--- config.mk ---
export PLATFORM = sky130hd
export DESIGN_NAME = spcg_top
export DESIGN_NICKNAME = d
export VERILOG_FILES = /design/src/rtl/spcg_clock_gate.v /design/src/rtl/spcg_top.v
export VERILOG_INCLUDE_DIRS = /design/src /design/src/rtl
export SDC_FILE = /design/constraint.sdc
export NUM_CORES = 1
export LEC_CHECK = 0
export CORE_MARGIN = 2
export CORE_UTILIZATION = 63
export CTS_CLUSTER_DIAMETER = 60
export CTS_CLUSTER_SIZE = 12
export DETAILED_ROUTE_END_ITERATION = 8
export DONT_BUFFER_PORTS = 1
export PLACE_DENSITY = 0.91
export SLEW_MARGIN = 20
export SYNTH_ARGS = -nofsm -noshare
export SYNTH_HDL_FRONTEND = slang
export SYNTH_SLANG_ARGS = --single-unit
export TNS_END_PERCENT = 1
--- constraint.sdc ---
create_clock -name sys_clk_i -period 2.55 [get_ports sys_clk_i]
set_input_delay 0.3825 -clock sys_clk_i [delete_from_list [all_inputs] [get_ports sys_clk_i]]
set_output_delay 0.3825 -clock sys_clk_i [all_outputs]
set_load 0.02 [all_outputs]
--- src/rtl/spcg_map.vh ---
// Purpose: Register indices, field positions, reset values and timing
//          counts of the sleep and peripheral clock gating block.
// Assumes: A register index times four gives its AXI4-Lite byte address.
// Notes:   Definitions only.
`ifndef SPCG_MAP_VH
`define SPCG_MAP_VH

// ********************
// Register indices (byte address = index * 4)
// ********************
`define SPCG_IDX_GEN      6'h00
`define SPCG_IDX_ANA_A    6'h01
`define SPCG_IDX_ANA_B    6'h02
`define SPCG_IDX_PORT_C   6'h03
`define SPCG_IDX_PORT_D   6'h04
`define SPCG_IDX_PORT_E   6'h05
`define SPCG_IDX_PORT_F   6'h06
`define SPCG_IDX_SLEEP    6'h08
`define SPCG_IDX_STATUS   6'h09

// ********************
// Writable bit masks and reset values
// ********************
`define SPCG_GEN_MASK     8'h5F
`define SPCG_ANA_MASK     8'h07
`define SPCG_PORT_MASK    8'h7F
`define SPCG_SLEEP_MASK   8'h0F
`define SPCG_RESET_VAL    8'h00

// ********************
// Field positions
// ********************
`define SPCG_SLEEP_ARM_BIT 0
`define SPCG_MODE_LSB     1
`define SPCG_MODE_MSB     3
`define SPCG_GEN_RTC_BIT  2
`define SPCG_GEN_DMA_BIT  0
`define SPCG_ANA_ADC_BIT  1
`define SPCG_ANA_AC_BIT   0

// ********************
// Sleep mode codes
// ********************
`define SPCG_MODE_IDLE      3'h0
`define SPCG_MODE_ALL_OFF   3'h2
`define SPCG_MODE_CNT_KEPT  3'h3
`define SPCG_MODE_SRC_KEPT  3'h6
`define SPCG_MODE_SRC_CNT   3'h7

// ********************
// Timing
// ********************
`define SPCG_WAKE_HALT_CYC  3'h4

// ********************
// Bus responses
// ********************
`define SPCG_RESP_OKAY    2'h0
`define SPCG_RESP_SLVERR  2'h2

`endif

--- src/rtl/spcg_clock_gate.v ---
// Purpose: Glitch-free clock gate for one peripheral clock.
// Assumes: stop_i comes from logic on clk_i.
// Notes:   Enable is captured on the falling edge, so it only changes
//          while the clock is low and no runt pulse can escape.
`timescale 1ns/1ps

module spcg_clock_gate
(
  input wire clk_i,
  input wire rst_i,
  input wire stop_i,
  output wire clk_o
);

  reg run;

  // Enable taken at the clock-low phase
  always @(negedge clk_i)
  begin
    if (rst_i)
      run <= 1'b1;
    else
      run <= ~stop_i;
  end

  // Frozen peripheral keeps its state and resumes on release
  assign clk_o = clk_i & run;

endmodule // spcg_clock_gate

--- src/rtl/spcg_top.v ---
// Operation
// - Gated peripheral clock stops; its state freezes and access is blocked.
// - Clearing a gating bit resumes the clock from the held state.
// - Gating bits of absent peripherals have no effect.
// - Non-idle sleep stops peripheral clocks whatever the gating bits, bar the counter clock in modes 3 and 7.
// - Input buffers are off while sleep stops the peripheral clock.
// - Converter forced off in non-idle sleep.
// - Converter off then on makes the next conversion extended.
// - Comparator off in non-idle sleep; its used reference stays on.
// - Fuse-enabled brownout detector stays on; deep sleep may sample it.
// - Enabled watchdog runs in every sleep mode.
// - Mode field bits 3..1: 0 idle, 2, 3, 6, 7 deeper modes.
// - Sleep instruction enters sleep only with the arm bit set.
// - Reserved bits read zero, are read-only, written as zero.
// - General bits gate USB, AES, external bus, counter, events, DMA.
// - Event routing continues unchanged after ungating.
// - DMA gating bit takes a one only while DMA is off.
// - Analog bits gate DAC, ADC, comparator clocks, not their enables.
// - Port bits gate two-wire, serial 1/0, SPI, hi-res, timers.
// - Ungated timers resume counting from their held state.
// - Core is held four cycles after wake before execution.
// - Each sleep mode stops its set of clocks and sources.
//
// Purpose: Sleep mode control and per-peripheral clock gating.
// Assumes: All inputs come from logic on sys_clk_i.
// Notes:   Gated clock outputs are the only outputs not taken from a flop.
`timescale 1ns/1ps
`include "spcg_map.vh"

module spcg_top
#(
  parameter ADDR_W = 8,
  parameter [41:0] IMPL_MASK = {42{1'b1}}
)
(
  input wire sys_clk_i,
  input wire sys_rst_i,
  // AXI4-Lite slave
  input wire [ADDR_W-1:0] s_axi_awaddr,
  input wire s_axi_awvalid,
  output reg s_axi_awready,
  input wire [31:0] s_axi_wdata,
  input wire [3:0] s_axi_wstrb,
  input wire s_axi_wvalid,
  output reg s_axi_wready,
  output reg [1:0] s_axi_bresp,
  output reg s_axi_bvalid,
  input wire s_axi_bready,
  input wire [ADDR_W-1:0] s_axi_araddr,
  input wire s_axi_arvalid,
  output reg s_axi_arready,
  output reg [31:0] s_axi_rdata,
  output reg [1:0] s_axi_rresp,
  output reg s_axi_rvalid,
  input wire s_axi_rready,
  // Core and system side
  input wire sleep_instr_i,
  input wire wake_i,
  input wire dma_enabled_i,
  input wire adc_sw_enable_i,
  input wire adc_conv_done_i,
  input wire ac_sw_enable_i,
  input wire ac_uses_vref_i,
  input wire bod_fuse_enable_i,
  input wire bod_sampled_cfg_i,
  input wire wdt_enable_i,
  output wire [41:0] peripheral_clock_o,
  output reg [41:0] periph_access_block_o,
  output reg core_clk_en_o,
  output reg sleeping_o,
  output reg periph_clk_en_o,
  output reg rtc_clk_en_o,
  output reg sys_src_en_o,
  output reg input_buffer_off_o,
  output reg adc_enable_o,
  output reg adc_extended_conv_o,
  output reg ac_enable_o,
  output reg vref_enable_o,
  output reg bod_enable_o,
  output reg bod_sampled_o,
  output reg wdt_run_o
);

  // ****************************************************************
  // States
  // ****************************************************************
  localparam [2:0] ST_ACTIVE = 3'h1;
  localparam [2:0] ST_SLEEP = 3'h2;
  localparam [2:0] ST_WAKE = 3'h4;

  // ****************************************************************
  // Registers
  // ****************************************************************
  reg [7:0] general_clock_gating;
  reg [7:0] analog_a_clock_gating;
  reg [7:0] analog_b_clock_gating;
  reg [7:0] port_c_clock_gating;
  reg [7:0] port_d_clock_gating;
  reg [7:0] port_e_clock_gating;
  reg [7:0] port_f_clock_gating;
  reg [7:0] sleep_control;
  reg [2:0] state;
  reg [2:0] next_state;
  reg [2:0] active_mode;
  reg [2:0] halt_cnt;
  reg adc_was_off;

  // Bus holding registers
  reg aw_held;
  reg w_held;
  reg [5:0] aw_idx;
  reg [7:0] w_byte;
  reg w_lane0;

  wire [2:0] sleep_mode_select;
  wire sleep_arm_bit;
  wire mode_legal;
  wire deep_sleep;
  wire counter_kept;
  wire sources_kept;
  wire do_write;
  wire [5:0] ar_idx;
  wire [41:0] gate_bits;
  wire [41:0] next_stop;
  wire next_adc_on;

  assign sleep_mode_select =
    sleep_control[`SPCG_MODE_MSB:`SPCG_MODE_LSB];
  assign sleep_arm_bit = sleep_control[`SPCG_SLEEP_ARM_BIT];

  // Reserved codes are not entered: the sleep request is ignored
  assign mode_legal = (sleep_mode_select == `SPCG_MODE_IDLE) ||
                      (sleep_mode_select == `SPCG_MODE_ALL_OFF) ||
                      (sleep_mode_select == `SPCG_MODE_CNT_KEPT) ||
                      (sleep_mode_select == `SPCG_MODE_SRC_KEPT) ||
                      (sleep_mode_select == `SPCG_MODE_SRC_CNT);

  // ****************************************************************
  // Sleep state machine
  // ****************************************************************

  // Sleep entry needs the arm bit; wake holds the core four cycles
  always @*
  begin
    next_state = state;
    case (state)
      ST_ACTIVE:
        if (sleep_instr_i && sleep_arm_bit && mode_legal)
          next_state = ST_SLEEP;
      ST_SLEEP:
        if (wake_i)
          next_state = ST_WAKE;
      ST_WAKE:
        if (halt_cnt == `SPCG_WAKE_HALT_CYC - 3'h1)
          next_state = ST_ACTIVE;
      default:
        next_state = ST_ACTIVE;
    endcase
  end

  always @(posedge sys_clk_i)
  begin
    if (sys_rst_i)
    begin
      state <= ST_ACTIVE;
      active_mode <= `SPCG_MODE_IDLE;
      halt_cnt <= 3'h0;
    end
    else
    begin
      state <= next_state;
      if (state == ST_ACTIVE && next_state == ST_SLEEP)
        active_mode <= sleep_mode_select;
      if (state == ST_WAKE)
        halt_cnt <= halt_cnt + 3'h1;
      else
        halt_cnt <= 3'h0;
    end
  end

  // Mode decode for the state about to be in effect
  wire [2:0] next_mode;
  wire next_asleep;
  assign next_asleep = (next_state == ST_SLEEP);
  assign next_mode = (state == ST_ACTIVE) ? sleep_mode_select : active_mode;
  assign deep_sleep = next_asleep && (next_mode != `SPCG_MODE_IDLE);
  assign counter_kept = (next_mode == `SPCG_MODE_CNT_KEPT) ||
                        (next_mode == `SPCG_MODE_SRC_CNT);
  assign sources_kept = (next_mode == `SPCG_MODE_SRC_KEPT) ||
                        (next_mode == `SPCG_MODE_SRC_CNT);

  // ****************************************************************
  // Clock gating
  // ****************************************************************

  // Bit order: general[7:0], analog A/B [2:0], ports C..F [6:0]
  assign gate_bits = {port_f_clock_gating[6:0], port_e_clock_gating[6:0],
                      port_d_clock_gating[6:0], port_c_clock_gating[6:0],
                      analog_b_clock_gating[2:0], analog_a_clock_gating[2:0],
                      general_clock_gating};

  genvar g;
  generate
    for (g = 0; g < 42; g = g + 1)
    begin : gen_gate
      // Counter clock survives the counter-keeping modes
      if (g == `SPCG_GEN_RTC_BIT)
      begin : gen_rtc
        assign next_stop[g] = IMPL_MASK[g] &
          (gate_bits[g] | (deep_sleep & ~counter_kept));
      end
      else
      begin : gen_plain
        assign next_stop[g] = IMPL_MASK[g] &
          (gate_bits[g] | deep_sleep);
      end

      spcg_clock_gate u_gate
      (
        .clk_i(sys_clk_i),
        .rst_i(sys_rst_i),
        .stop_i(periph_access_block_o[g]),
        .clk_o(peripheral_clock_o[g])
      );
    end
  endgenerate

  // Converter is powered only when software wants it and sleep allows
  assign next_adc_on = adc_sw_enable_i & ~deep_sleep;

  // ****************************************************************
  // Flopped outputs
  // ****************************************************************
  always @(posedge sys_clk_i)
  begin
    if (sys_rst_i)
    begin
      periph_access_block_o <= {42{1'b0}};
      core_clk_en_o <= 1'b1;
      sleeping_o <= 1'b0;
      periph_clk_en_o <= 1'b1;
      rtc_clk_en_o <= 1'b1;
      sys_src_en_o <= 1'b1;
      input_buffer_off_o <= 1'b0;
      adc_enable_o <= 1'b0;
      adc_was_off <= 1'b0;
      adc_extended_conv_o <= 1'b0;
      ac_enable_o <= 1'b0;
      vref_enable_o <= 1'b0;
      bod_enable_o <= 1'b0;
      bod_sampled_o <= 1'b0;
      wdt_run_o <= 1'b0;
    end
    else
    begin
      periph_access_block_o <= next_stop;
      core_clk_en_o <= (next_state == ST_ACTIVE);
      sleeping_o <= next_asleep;
      periph_clk_en_o <= ~deep_sleep;
      rtc_clk_en_o <= ~deep_sleep | counter_kept;
      sys_src_en_o <= ~deep_sleep | sources_kept;
      input_buffer_off_o <= deep_sleep;
      adc_enable_o <= next_adc_on;
      // Any off period marks the next conversion as extended
      if (!next_adc_on)
        adc_was_off <= 1'b1;
      else if (adc_was_off)
      begin
        adc_was_off <= 1'b0;
        adc_extended_conv_o <= 1'b1;
      end
      else if (adc_conv_done_i)
        adc_extended_conv_o <= 1'b0;
      ac_enable_o <= ac_sw_enable_i & ~deep_sleep;
      // Reference tracks software only; sleep does not drop it
      vref_enable_o <= ac_sw_enable_i & ac_uses_vref_i;
      bod_enable_o <= bod_fuse_enable_i;
      bod_sampled_o <= bod_fuse_enable_i & bod_sampled_cfg_i &
                       deep_sleep;
      wdt_run_o <= wdt_enable_i;
    end
  end

  // ****************************************************************
  // AXI4-Lite write path
  // ****************************************************************
  assign do_write = aw_held && w_held && !s_axi_bvalid;

  // Address and data are taken in either order, then written together
  always @(posedge sys_clk_i)
  begin
    if (sys_rst_i)
    begin
      aw_held <= 1'b0;
      w_held <= 1'b0;
      aw_idx <= 6'h00;
      w_byte <= `SPCG_RESET_VAL;
      w_lane0 <= 1'b0;
      s_axi_awready <= 1'b0;
      s_axi_wready <= 1'b0;
      s_axi_bvalid <= 1'b0;
      s_axi_bresp <= `SPCG_RESP_OKAY;
    end
    else
    begin
      s_axi_awready <= !aw_held && !s_axi_awready;
      s_axi_wready <= !w_held && !s_axi_wready;
      if (s_axi_awvalid && s_axi_awready)
      begin
        aw_held <= 1'b1;
        aw_idx <= s_axi_awaddr[7:2];
      end
      if (s_axi_wvalid && s_axi_wready)
      begin
        w_held <= 1'b1;
        w_byte <= s_axi_wdata[7:0];
        w_lane0 <= s_axi_wstrb[0];
      end
      if (do_write)
      begin
        aw_held <= 1'b0;
        w_held <= 1'b0;
        s_axi_bvalid <= 1'b1;
        case (aw_idx)
          `SPCG_IDX_GEN, `SPCG_IDX_ANA_A, `SPCG_IDX_ANA_B,
          `SPCG_IDX_PORT_C, `SPCG_IDX_PORT_D, `SPCG_IDX_PORT_E,
          `SPCG_IDX_PORT_F, `SPCG_IDX_SLEEP, `SPCG_IDX_STATUS:
            s_axi_bresp <= `SPCG_RESP_OKAY;
          default:
            s_axi_bresp <= `SPCG_RESP_SLVERR;
        endcase
      end
      else if (s_axi_bvalid && s_axi_bready)
        s_axi_bvalid <= 1'b0;
    end
  end

  // Register stores; reserved bits never leave zero
  always @(posedge sys_clk_i)
  begin
    if (sys_rst_i)
    begin
      general_clock_gating <= `SPCG_RESET_VAL;
      analog_a_clock_gating <= `SPCG_RESET_VAL;
      analog_b_clock_gating <= `SPCG_RESET_VAL;
      port_c_clock_gating <= `SPCG_RESET_VAL;
      port_d_clock_gating <= `SPCG_RESET_VAL;
      port_e_clock_gating <= `SPCG_RESET_VAL;
      port_f_clock_gating <= `SPCG_RESET_VAL;
      sleep_control <= `SPCG_RESET_VAL;
    end
    else if (do_write && w_lane0)
    begin
      case (aw_idx)
        `SPCG_IDX_GEN:
        begin
          general_clock_gating <= w_byte & `SPCG_GEN_MASK;
          // A one on the DMA bit is refused while DMA runs
          if (dma_enabled_i)
            general_clock_gating[`SPCG_GEN_DMA_BIT] <= 1'b0;
        end
        `SPCG_IDX_ANA_A:
          analog_a_clock_gating <= w_byte & `SPCG_ANA_MASK;
        `SPCG_IDX_ANA_B:
          analog_b_clock_gating <= w_byte & `SPCG_ANA_MASK;
        `SPCG_IDX_PORT_C:
          port_c_clock_gating <= w_byte & `SPCG_PORT_MASK;
        `SPCG_IDX_PORT_D:
          port_d_clock_gating <= w_byte & `SPCG_PORT_MASK;
        `SPCG_IDX_PORT_E:
          port_e_clock_gating <= w_byte & `SPCG_PORT_MASK;
        `SPCG_IDX_PORT_F:
          port_f_clock_gating <= w_byte & `SPCG_PORT_MASK;
        `SPCG_IDX_SLEEP:
          sleep_control <= w_byte & `SPCG_SLEEP_MASK;
        default:
          sleep_control <= sleep_control;
      endcase
    end
  end

  // ****************************************************************
  // AXI4-Lite read path
  // ****************************************************************
  assign ar_idx = s_axi_araddr[7:2];

  // One read at a time; answer one cycle after the address is taken
  always @(posedge sys_clk_i)
  begin
    if (sys_rst_i)
    begin
      s_axi_arready <= 1'b0;
      s_axi_rvalid <= 1'b0;
      s_axi_rdata <= 32'h0000_0000;
      s_axi_rresp <= `SPCG_RESP_OKAY;
    end
    else
    begin
      s_axi_arready <= !s_axi_rvalid && !s_axi_arready;
      if (s_axi_arvalid && s_axi_arready)
      begin
        s_axi_rvalid <= 1'b1;
        s_axi_rresp <= `SPCG_RESP_OKAY;
        case (ar_idx)
          `SPCG_IDX_GEN:
            s_axi_rdata <= {24'h000000, general_clock_gating};
          `SPCG_IDX_ANA_A:
            s_axi_rdata <= {24'h000000, analog_a_clock_gating};
          `SPCG_IDX_ANA_B:
            s_axi_rdata <= {24'h000000, analog_b_clock_gating};
          `SPCG_IDX_PORT_C:
            s_axi_rdata <= {24'h000000, port_c_clock_gating};
          `SPCG_IDX_PORT_D:
            s_axi_rdata <= {24'h000000, port_d_clock_gating};
          `SPCG_IDX_PORT_E:
            s_axi_rdata <= {24'h000000, port_e_clock_gating};
          `SPCG_IDX_PORT_F:
            s_axi_rdata <= {24'h000000, port_f_clock_gating};
          `SPCG_IDX_SLEEP:
            s_axi_rdata <= {24'h000000, sleep_control};
          `SPCG_IDX_STATUS:
            s_axi_rdata <= {24'h000000, adc_extended_conv_o,
                            input_buffer_off_o, active_mode, state};
          default:
          begin
            s_axi_rdata <= 32'h0000_0000;
            s_axi_rresp <= `SPCG_RESP_SLVERR;
          end
        endcase
      end
      else if (s_axi_rvalid && s_axi_rready)
        s_axi_rvalid <= 1'b0;
    end
  end

endmodule // spcg_top
==> results.txt <==
status: complete, but fails checks
failing checks: negative setup slack
RSZ-0062 raised after global routing: yes
top_reg_cell synth: dfxtp_1
critical-path cell list: and2_4
Post-synth EDFFs: 0
max-cap viol count: 0
Leakage: 3.60 nW
Sw Pwr: 0.00338 W
ranking of synthesized cells by area: dfxtp_1 49%, buf_4 11%, mux2i_1 7.6%, and2_1 3.7%, nand2_1 3.1%
TritonCTS clock tree: done
clock share of power: 0.683
vias in the first global route: 5448
Crit-path slowest cell: dfxtp_2
via density per instance: 5.75
clk_lat worst skew: 0.63 ns
reg2reg setup slack: 0.48 ns
Tightest Pin Transition: 0.694 ns
crit path from: gen_gate[25].u_gate.run
placed cell areas: 6760 um2
Critical Path Fanout Max: 1
Port Buf Inserts: 0
worst setup path endpoint: peripheral_clock_o[25]
die height: 112 um
DIE AREA: 12600 um2
final hold violation count: 0
final core utilization: 0.732
Die W: 112 um
first-pass GRT wire length: 28900 um
r2r endpoint: sys_src_en_o
Total GRT Usage: 0.303
gr ovfl total: 0
Synth area leader: dfxtp_1
switching share of power: 0.346
Pre-antenna DRT Iters: 5
most common cell in the synthesized netlist: dfxtp_1
CP Launch Type: flop
DRC errors left: 0
CP max stage delay: 0.34 ns
cell area after synthesis: 7380 um2
pwr/cell area: 1170 nW/um2
CTS clock-pin slew for the worst setup and hold paths: 0.07 ns
R2R Path Start: state[1]
min-delay worst type: in -> reg
Syn Inst Count: 801
worst ir drop on vdd: 1350 uV
sequential fraction of the synthesis area: 0.488
layout cells sized above 1: 0.176
Slew Viols, Final: 0
delay-heaviest family, CP: flip-flops
largest net degree at the start of global routing: 122
Yosys Warn Count: 0
Final GP Congestion: 0.909
ANT cells: 0
DRT iter0 DRCs: 524
Crit path required time: 2.17 ns
top cells by count, synth: 180 x dfxtp_1, 110 x buf_4, 61 x nand2_1
post-route ant nets: 0
internal power: 0.00638 W
Starting Density: 0.646
CP arrival: 2.42 ns
area growth from synthesis to final layout: 13.2%
initial antenna violation count: 0
routed vias: 5441
Rows: 39
Core Area: 11400 um2
WP depth: 1
Crit. End Element: primary output
# nets final: 854
total setup buffers inserted after CTS: 0
Reg power frac: 0.296
Synth Area per Inst: 9.21 um2
post-detail-place hpwl: 10900 um
Yosys reg bits: 180
Filler Cells Inserted: 736
Cell variety after synth: 59
WS Path Type: reg -> out
Post-Route WL: 18900 um
Final setup viols: 83
post-route cell area: 8360 um2
Boundary Pins: 207
Max-slew headroom: 0.537
Crit path buffers/inverters: 0
worst reg2reg path depth: 5
Setup Skew: 0.0695 ns
final setup margin: -0.250 ns
wire per inst: 20.0 um
top-area cell type share of the netlist area: 0.488
combinational fraction of design power: 0.020
FFs w/ async S/R, synth: 0
worst min-delay path by stage:
| stage | start | endpoint | slack (ns) | depth (start not counted) |
|---|---|---|---|---|
| global placement | halt_cnt[0] | halt_cnt[0] | 0.41 | 1 |
| finish | s_axi_wvalid | w_byte[0] | 0.008 | 2 |
| floorplan | halt_cnt[0] | halt_cnt[0] | 0.40 | 1 |
| detailed placement | halt_cnt[0] | halt_cnt[0] | 0.43 | 1 |
| CTS | s_axi_wvalid | w_byte[0] | 0.007 | 2 |
| global route | s_axi_wdata[6] | w_byte[6] | -0.003 | 2 |
through the flow:
step	cells	hold WS, ns	setup WS [ns]	TNS (ns)	total power [W]
finish	946	0.00810	-0.250	-7.91	0.00977
detailed placement	827	0.426	0.258	0	0.00458
global placement	827	0.410	0.261	0	0.00457
floorplan	826	0.399	0.149	0	0.00567
global route	946	-0.00303	-0.288	-9.05	0.0101
CTS	946	0.00718	-0.236	-7.78	0.00972
sequential cells by signal (all words and copies together), names as in the netlist, 4 cells and up, named ones only:
| signal | cells |
|---|---|
| periph_access_block_o | 41 |
| port_c_clock_gating | 7 |
| aw_idx | 6 |
| gen_gate.u_gate.run | 41 |
| s_axi_rdata | 8 |
| w_byte | 7 |
| port_d_clock_gating | 7 |
| sleep_control | 4 |
| port_e_clock_gating | 7 |
| port_f_clock_gating | 7 |
| general_clock_gating | 6 |
area by class of cell:
class / count / area [um2] / share of cell area
clock buffer: 39 / 858 / 0.103
sequential: 180 / 3640 / 0.436
multi-input combinational: 445 / 2790 / 0.334
inverter: 48 / 180 / 0.0216
clock inverter: 56 / 339 / 0.0406
timing repair buffer: 35 / 368 / 0.0440
tap: 143 / 179 / 0.0214
metal layers:
layer  part of all wire  GRT usage  vias up
met5                  0          0        -
met3              0.086      0.113       90
met4              0.042      0.197        0
met2               0.49      0.480      285
met1               0.38      0.344     2561
li1                   -          -     2505
cells by family after synthesis:
| logic type | Yosys count | synth area share |
|---|---|---|
| compound gates | 116 | 0.0994 |
| fa+ha+maj | 2 | 0.00339 |
| other cells | 1 | 0.000508 |
| flops | 180 | 0.488 |
| mux | 56 | 0.0760 |
| buf+inv | 201 | 0.160 |
| simple gates | 245 | 0.172 |
power groups by stage:
stage	combinational [W]	clock, W	sequential, W
final	0.000200	0.00667	0.00289
after global routing	0.000216	0.00697	0.00289
after CTS	0.000193	0.00664	0.00289
after detailed placement	0.000135	0.00149	0.00295
after global placement	0.000131	0.00149	0.00295
after floorplan	0.000185	0.00256	0.00293
cells in the final DEF, fill, tap and decap left out, types with 26 or more instances in the layout:
| cell | synthesis | routed |
|---|---|---|
| a21oi_1 | 33 | 33 |
| and2_4 | 0 | 41 |
| clkbuf_16 | 0 | 33 |
| conb_1 | 1 | 26 |
| dfxtp_1 | 180 | 151 |
| dfxtp_2 | 0 | 29 |
| inv_1 | 49 | 89 |
| mux2i_1 | 56 | 56 |
| nand2_1 | 61 | 61 |
| nor2_1 | 57 | 57 |
| o21ai_1 | 38 | 38 |
repair_timing:
item                                    4_1_cts  5_1_grt
endpoints found under the setup margin       83       83
resized for setup                            95       16
pin swaps                                    40        0
hold buffers                                 25        0
endpoints found under the hold margin       123        0
Power figures use the tool's default switching activity.
